## config.mk

```make
export PLATFORM = sky130hd
export DESIGN_NAME = src_rx_cfg
export DESIGN_NICKNAME = d
export VERILOG_FILES = /design/src/hdl/src_pkg.sv /design/src/hdl/src_rx_cfg.sv
export SDC_FILE = /design/constraint.sdc
export NUM_CORES = 1
export LEC_CHECK = 0
export ABC_CLOCK_PERIOD_IN_PS = 3700
export BUFFER_PORTS_ARGS = -buffer_cell sky130_fd_sc_hd__buf_4
export CAP_MARGIN = 30
export CORE_ASPECT_RATIO = 0.5
export CORE_UTILIZATION = 49
export CTS_CLUSTER_DIAMETER = 30
export CTS_CLUSTER_SIZE = 28
export DETAILED_ROUTE_END_ITERATION = 8
export PLACE_DENSITY = 0.91
export SYNTH_ARGS = -nofsm -noshare
export SYNTH_HDL_FRONTEND = slang
export SYNTH_SLANG_ARGS = --single-unit
export TNS_END_PERCENT = 50
```

## constraint.sdc

```tcl
create_clock -name clk_i -period 3.7 [get_ports clk_i]
set_input_delay 0.185 -clock clk_i [delete_from_list [all_inputs] [get_ports clk_i]]
set_output_delay 0.185 -clock clk_i [all_outputs]
set_load 0.005 [all_outputs]
```

## src/hdl/src_pkg.sv

```systemverilog
// constants for the receive channel configuration bank
// assumes a 32-bit classic wishbone slave with byte addresses
package src_pkg;
	localparam int NUM_CH = 3;
	localparam int IDX_W = 18;
	// register indices; byte address is four times the index
	localparam logic [17:0] IDX_CFG_B = 18'h30013;
	localparam logic [17:0] IDX_CFG_C = 18'h30023;
	localparam logic [17:0] IDX_CFG_D = 18'h30033;
	localparam logic [17:0] IDX_IRQ_STATUS = 18'h30040;
	localparam logic [17:0] IDX_IRQ_MASK = 18'h30041;
	// configuration field positions
	localparam int BIT_HALF_RATE = 0;
	localparam int BIT_PWRDN = 1;
	localparam int BIT_SD_OVR = 2;
	localparam int BIT_DEC_EN = 3;
	localparam int BIT_LINK_EN = 4;
	localparam logic [7:0] CFG_RESET = 8'h04;
	localparam logic [7:0] CFG_WR_MASK = 8'h1F;
	localparam logic [2:0] MASK_RESET = 3'h0;
	// byte clock periods in system clock cycles
	localparam int NORM_PERIOD = 2;
	localparam int HALF_PERIOD = 2 * NORM_PERIOD;
	localparam int CNT_W = 3;
endpackage

```

## src/hdl/src_rx_cfg.sv

```systemverilog
// three receive channel configuration registers with alarm interrupt
// assumes energy detect inputs arrive asynchronously from the receiver
// Contract
// - half rate bit halves channel byte clocks
// - override masks detector, inhibits auto powerdown and alarm
// - override bit resets to one
// - decoder bit selects decode or bypass path
// - link bit enables link machine, resets zero; code gates link_fsm_enable_o off while the powerdown bit is set
//
// Implementation choice: the Wishbone interface to the registers.
`timescale 1ns/1ps
module src_rx_cfg
	import src_pkg::*;
#(
	parameter int ADR_W = 20
) (
	input wire logic clk_i,
	input wire logic rst_i,
	input wire logic wb_cyc_i,
	input wire logic wb_stb_i,
	input wire logic wb_we_i,
	input wire logic [ADR_W-1:0] wb_adr_i,
	input wire logic [3:0] wb_sel_i,
	input wire logic [31:0] wb_dat_i,
	output logic [31:0] wb_dat_o,
	output logic wb_ack_o,
	input wire logic [NUM_CH-1:0] energy_detect_i,
	output logic [NUM_CH-1:0][1:0] rx_byte_clock_o,
	output logic [NUM_CH-1:0] rx_power_down_o,
	output logic [NUM_CH-1:0] rx_decoder_enable_o,
	output logic [NUM_CH-1:0] link_fsm_enable_o,
	output logic [NUM_CH-1:0] rx_auto_pwrdn_o,
	output logic [NUM_CH-1:0] loss_of_signal_alarm_o,
	output logic irq_o
);

	////////////////////////////////////////////////////////////////
	// address decode

	function automatic logic [2:0] cfg_hit(input logic [IDX_W-1:0] idx);
		cfg_hit = {idx == IDX_CFG_D, idx == IDX_CFG_C, idx == IDX_CFG_B};
	endfunction

	logic [IDX_W-1:0] idx;
	logic req;
	logic [2:0] hit_cfg;
	logic hit_sts;
	logic hit_msk;

	assign idx = wb_adr_i[ADR_W-1:2];
	assign req = wb_cyc_i & wb_stb_i & ~wb_ack_o;
	assign hit_cfg = cfg_hit(idx);
	assign hit_sts = idx == IDX_IRQ_STATUS;
	assign hit_msk = idx == IDX_IRQ_MASK;

	////////////////////////////////////////////////////////////////
	// energy detect synchroniser

	logic [NUM_CH-1:0] ed_meta_reg;
	logic [NUM_CH-1:0] ed_sync_reg;

	always_ff @(posedge clk_i) begin
		ed_meta_reg <= energy_detect_i;
		ed_sync_reg <= ed_meta_reg;
	end

	////////////////////////////////////////////////////////////////
	// registers and bus

	logic [NUM_CH-1:0][7:0] cfg_reg, cfg_next;
	logic [NUM_CH-1:0] sts_reg, sts_next;
	logic [NUM_CH-1:0] msk_reg, msk_next;
	logic [NUM_CH-1:0] alarm_q_reg, alarm_q_next;
	logic ack_reg, ack_next;
	logic [31:0] rdat_reg, rdat_next;
	logic [NUM_CH-1:0] ovr;
	logic [NUM_CH-1:0] alarm;

	always_comb begin
		for (int c = 0; c < NUM_CH; c++) begin
			ovr[c] = cfg_reg[c][BIT_SD_OVR];
		end
		// detector output masked by the override bit
		alarm = ~ed_sync_reg & ~ovr;
	end

	always_comb begin
		cfg_next = cfg_reg;
		msk_next = msk_reg;
		alarm_q_next = alarm;
		ack_next = req;
		rdat_next = 32'h0000_0000;
		sts_next = sts_reg;
		if (req && wb_we_i && wb_sel_i[0]) begin
			for (int c = 0; c < NUM_CH; c++) begin
				if (hit_cfg[c]) begin
					cfg_next[c] = wb_dat_i[7:0] & CFG_WR_MASK;
				end
			end
			if (hit_msk) begin
				msk_next = wb_dat_i[NUM_CH-1:0];
			end
			if (hit_sts) begin
				sts_next = sts_reg & ~wb_dat_i[NUM_CH-1:0];
			end
		end
		// set applied after clear so a same-cycle event survives
		sts_next = sts_next | (alarm & ~alarm_q_reg);
		if (req && !wb_we_i) begin
			for (int c = 0; c < NUM_CH; c++) begin
				if (hit_cfg[c]) begin
					rdat_next[7:0] = cfg_reg[c];
				end
			end
			if (hit_sts) begin
				rdat_next[NUM_CH-1:0] = sts_reg;
			end
			if (hit_msk) begin
				rdat_next[NUM_CH-1:0] = msk_reg;
			end
		end
	end

	always_ff @(posedge clk_i) begin
		if (rst_i) begin
			for (int c = 0; c < NUM_CH; c++) begin
				cfg_reg[c] <= CFG_RESET;
			end
			sts_reg <= '0;
			msk_reg <= MASK_RESET;
			alarm_q_reg <= '0;
			ack_reg <= 1'b0;
			rdat_reg <= 32'h0000_0000;
		end else begin
			cfg_reg <= cfg_next;
			sts_reg <= sts_next;
			msk_reg <= msk_next;
			alarm_q_reg <= alarm_q_next;
			ack_reg <= ack_next;
			rdat_reg <= rdat_next;
		end
	end

	assign wb_ack_o = ack_reg;
	assign wb_dat_o = rdat_reg;
	assign irq_o = |(sts_reg & msk_reg);

	////////////////////////////////////////////////////////////////
	// byte clock enables, one divider per channel

	logic [NUM_CH-1:0][CNT_W-1:0] cnt_reg, cnt_next;
	logic [NUM_CH-1:0] bclk_reg, bclk_next;

	always_comb begin
		for (int c = 0; c < NUM_CH; c++) begin
			cnt_next[c] = cnt_reg[c] + 3'h1;
			bclk_next[c] = 1'b0;
			// powered-down channel gets no byte clock
			if (cfg_reg[c][BIT_PWRDN]) begin
				cnt_next[c] = '0;
			end else if (cnt_reg[c] >= (cfg_reg[c][BIT_HALF_RATE] ?
					CNT_W'(HALF_PERIOD - 1) : CNT_W'(NORM_PERIOD - 1))) begin
				cnt_next[c] = '0;
				bclk_next[c] = 1'b1;
			end
		end
	end

	always_ff @(posedge clk_i) begin
		if (rst_i) begin
			cnt_reg <= '0;
			bclk_reg <= '0;
		end else begin
			cnt_reg <= cnt_next;
			bclk_reg <= bclk_next;
		end
	end

	always_comb begin
		for (int c = 0; c < NUM_CH; c++) begin
			rx_byte_clock_o[c] = {2{bclk_reg[c]}};
			rx_power_down_o[c] = cfg_reg[c][BIT_PWRDN];
			rx_decoder_enable_o[c] = cfg_reg[c][BIT_DEC_EN];
			link_fsm_enable_o[c] = cfg_reg[c][BIT_LINK_EN] & ~cfg_reg[c][BIT_PWRDN];
		end
	end

	// auto powerdown only without energy and without override
	assign rx_auto_pwrdn_o = alarm;
	assign loss_of_signal_alarm_o = alarm;
endmodule

```

== Word level (Yosys, flattened, before mapping) ==
Cells that the tools add are included.
Word-level totals
  flip-flop bits (word level): 75
  output and inout bits: 55
Cells by class
  add/subtract/negate cells: 3
  order comparisons: 3
  eq/ne operators: 5
  multiplexer cells: 13
  bitwise operators: 19
  reduce and logical (&&, ||, !) cells: 16
Operators with widths (number)
  equality test 18 bit, second input constant: 5
  2-to-1 mux 8 bit: 2
  AND 3 bit: 4
  2-to-1 mux 3 bit: 4
  NOT 3 bit: 4
  OR reduction 3 bit: 4
  adder 3 x 1 -> 3 bit, second input constant: 3
  greater-or-equal comparator 3 x 2 -> 1 bit: 3
  AND reduction 2 bit: 4
  OR reduction 2 bit: 4
  2-to-1 mux 2 bit: 3
  AND 1 bit: 5
  2-to-1 mux 5 bit: 1
  NOT 1 bit: 5
  logical AND 1 bit: 3
  2-to-1 mux 1 bit: 3
  OR 3 bit: 1
  zero test 1 bit: 1

== Longest topological paths before layout ==
  word-level depth: 6
  mapped depth: 6
  gate-level depth less buffers: 5

== Least setup slack after synthesis ==
Ideal clock, no wire load.
  kind: input-to-reg
  start: input wb_adr_i[15]
  end: register cfg_reg[2] in the netlist's numbering
  data arrival time: 1891 ps
  slack: 1685 ps
  cell stages on the path: 5
  cells stage by stage: or4_4 > or4_4 > or3_1 > buf_6 > mux2i_1
On the way
  cells in the longest elaborated chain, start to end: 2
RTL lines
  start: declaration: RTL line src_rx_cfg.sv:22  | input wire logic [ADR_W-1:0] wb_adr_i,
  equality test 18 bit: RTL line src_rx_cfg.sv:41  | cfg_hit = {idx == IDX_CFG_D, idx == IDX_CFG_C, idx == IDX_CFG_B};
  AND reduction 2 bit (no source line)
  end signal: assignment: RTL line src_rx_cfg.sv:135  | cfg_reg <= cfg_next;
  end: declaration: RTL line src_rx_cfg.sv:70  | logic [NUM_CH-1:0][7:0] cfg_reg, cfg_next;
No other way between the ends.
A chain may end at the register's enable or synchronous reset.

== Worst setup path after layout ==
  start: input wb_adr_i[15]
  end: register cfg_reg, in the netlist rx_decoder_enable_o[1]
The elaborated chain is that of the path after synthesis.

==> metrics.csv <==
stage,metric,value,unit
cells_and_area,Post-Layout Cell Count,367,
logic_synthesis,Netlist cell types,41,
floorplan,CORE AREA,0.00453,sq mm
drt,TritonRoute pass-1 iters,4,
power_and_ir_drop,Cell Pwr Density,421,mW/mm^2
sta,Tmin final,2030,ps
clock_tree,CTS tree,built,
placement,dpl hpwl,3930,um
cells_and_area,FILL cells,397,
logic_synthesis,Post-synth EDFFs,0,
sta,FMAX,494,MHz
sta,max-slew violations,0,
drt,Post-Route WL,5110,um
placement,pre-CTS WS,1380,ps
clock_tree,CTS clock-pin slew for the worst setup and hold paths,90,ps
drt,vias,1915,
cells_and_area,share of layout cells above drive strength 1,0.286,
clock_tree,Inserted Clock Buffers,5,
placement,Post-Place Cells,356,
sta,Layout Skew,5.51,ps
logic_synthesis,Mapped Area,0.00238,sq mm
logic_synthesis,Synth Flop Type,dfxtp_1,
clock_tree,clk root buf,clkbuf_8,
worst_hold_path,worst hold path type,in2reg,
drt,DRT antenna net count,0,
critical_path,CP Launch Type,input port,
floorplan,cell row count,17,
drt,DRC,0,
logic_synthesis,Yosys Warn Count,0,
floorplan,num ports,119,
sta,crit share post-route,0.548,
sta,Worst Max-Slew Pin Slew,645,ps
clock_tree,Clock Path Buffers,2,
cells_and_area,nets,370,
logic_synthesis,syn_area_per_cell,9.47,sq um
logic_synthesis,"FF+latch count, synth",48,
sta,final hold slack,149,ps
cells_and_area,Area growth syn-to-layout,17.3,%
floorplan,die height,51.3,um
sta,Final Hold Viols,0,
cells_and_area,most frequent cells in the layout,"61 x buf_4, 48 x dfxtp_1, 27 x conb_1",
cells_and_area,"commonest non-fill, non-tap cell in the layout",buf_4,
placement,Placer Congestion,0.852,
drt,post-DR vias/cell,5.22,
cells_and_area,area of the multi-input gates,0.00113,sq mm
sta,final setup fails,0,
floorplan,initial core utilization,0.525,
drt,iteration-0 DRC count of the detailed router,120,
flow_run,max-cap violations,0,
power_and_ir_drop,P_leak,1.23,nW
outcome,status,finished clean,
cells_and_area,Post-Route Utilization,0.616,
critical_path,Crit Path Max Fanout,5,
critical_path,WS Path Type,in2reg,
global_route,first-pass GRT wire length,8180,um
placement,IO Port Bufs,59,
drt,WL/cell,13.9,um
critical_path,Crit. End Element,flip-flop,
clock_tree,CTS resizes,0,
clock_tree,CTS Sinks,48,
cells_and_area,flip-flop and latch area,961,sq um
placement,Placed Area,0.00266,sq mm
global_route,antenna violations before repair,0,
clock_tree,clk_lat worst skew,300,ps
cells_and_area,Antenna diodes,0,
power_and_ir_drop,VDD IR max,209,uV
critical_path,CP arrival,2250,ps
logic_synthesis,post-synthesis sequential area ratio,0.404,
sta,Rel. slew slack,0.564,
logic_synthesis,asr flop ratio synth,0,
floorplan,DIE WIDTH,101,um
power_and_ir_drop,Tot Pwr,1.17,mW
cells_and_area,"Design Area, Final",0.00279,sq mm
critical_path,WP data required,3930,ps
clock_tree,H-tree Lvls,2,
floorplan,die area,0.00515,sq mm
sta,setup_tns,0,ps
global_route,vias in the first global route,1769,
global_route,GRT Residual Overflow,0,
global_route,largest net degree at the start of global routing,37,
sta,final worst slack,1670,ps
global_route,Total GRT Usage,0.208,
logic_synthesis,gate count of the mapped netlist,251,
sta,RSZ-0062 raised after global routing,no,
==> repair_timing <==
item	CTS	global route
buffers inserted	0	0
hold buffers	3	0
endpoints found under the hold margin	3	0
==> cells by family (layout without fill, tap and decap cells) <==
| kind of cell | count (synthesis) | in the layout | synth area share |
|---|---|---|---|
| compound gates | 33 | 33 | 0.0863 |
| simple gates | 87 | 87 | 0.228 |
| other cells | 1 | 27 | 0.00158 |
| fa+ha+maj | 6 | 6 | 0.0316 |
| buf+inv | 55 | 79 | 0.159 |
| mux | 18 | 18 | 0.0779 |
| flops | 48 | 48 | 0.404 |
| xor+xnor | 3 | 3 | 0.0111 |
==> path summary, 6_finish.rpt <==
kind                                     start                     end  slack [ps]  cells after the start
worst min register to register  ed_meta_reg[0]          ed_sync_reg[0]         330                      0
worst min-delay path               wb_dat_i[4]             cfg_reg[20]         150                      3
worst max-delay path              wb_adr_i[15]  rx_decoder_enable_o[1]        1670                      5
worst max register to register        wb_ack_o              sts_reg[2]        1760                      4
==> critical path: stages <==
cell     delay, ps
buf_4          110
or4_4          560
or4_4          570
nor4_4         560
mux2i_1        270
==> cell usage after synthesis, types with 4 or more instances <==
| master | count | area share |
|---|---|---|
| dfxtp_1 | 48 | 0.40 |
| buf_4 | 40 | 0.13 |
| nor2_1 | 18 | 0.028 |
| mux2i_1 | 14 | 0.059 |
| a21oi_1 | 10 | 0.021 |
| nand3_1 | 10 | 0.021 |
| nand2_1 | 8 | 0.013 |
| o21ai_0 | 8 | 0.017 |
| inv_1 | 7 | 0.011 |
| ha_1 | 6 | 0.032 |
| nor3_1 | 6 | 0.013 |
| or2b_2 | 6 | 0.022 |
| a22oi_1 | 5 | 0.016 |
| clkbuf_1 | 5 | 0.0079 |
| nand2b_1 | 5 | 0.013 |
| and3_1 | 4 | 0.011 |
| mux2_2 | 4 | 0.019 |
| nor2b_1 | 4 | 0.011 |
| or3_1 | 4 | 0.011 |
==> power by group <==
part | internal, mW | switching, mW | total, mW
Combinational | 0.124 | 0.110 | 0.234
Sequential | 0.572 | 0.0343 | 0.606
Clock | 0.153 | 0.180 | 0.333
==> layout make-up <==
class / count / share of cell area
Clock buffer: 6 / 0.0296
Clock inverter: 2 / 0.00493
Inverter: 7 / 0.00942
Multi-Input combinational cell: 174 / 0.407
Sequential cell: 48 / 0.345
Tap cell: 66 / 0.0296
Timing Repair Buffer: 64 / 0.175
==> per-layer routing <==
metal	track usage	vias up	routed length, um	share of wire
met4	0.0628	0	133	0.026
met5	0	-	0	0
met3	0.0465	19	316	0.062
met1	0.251	894	2290	0.45
li1	-	909	-	-
met2	0.373	93	2380	0.46
No activity file was read; power rests on OpenSTA's default activity.
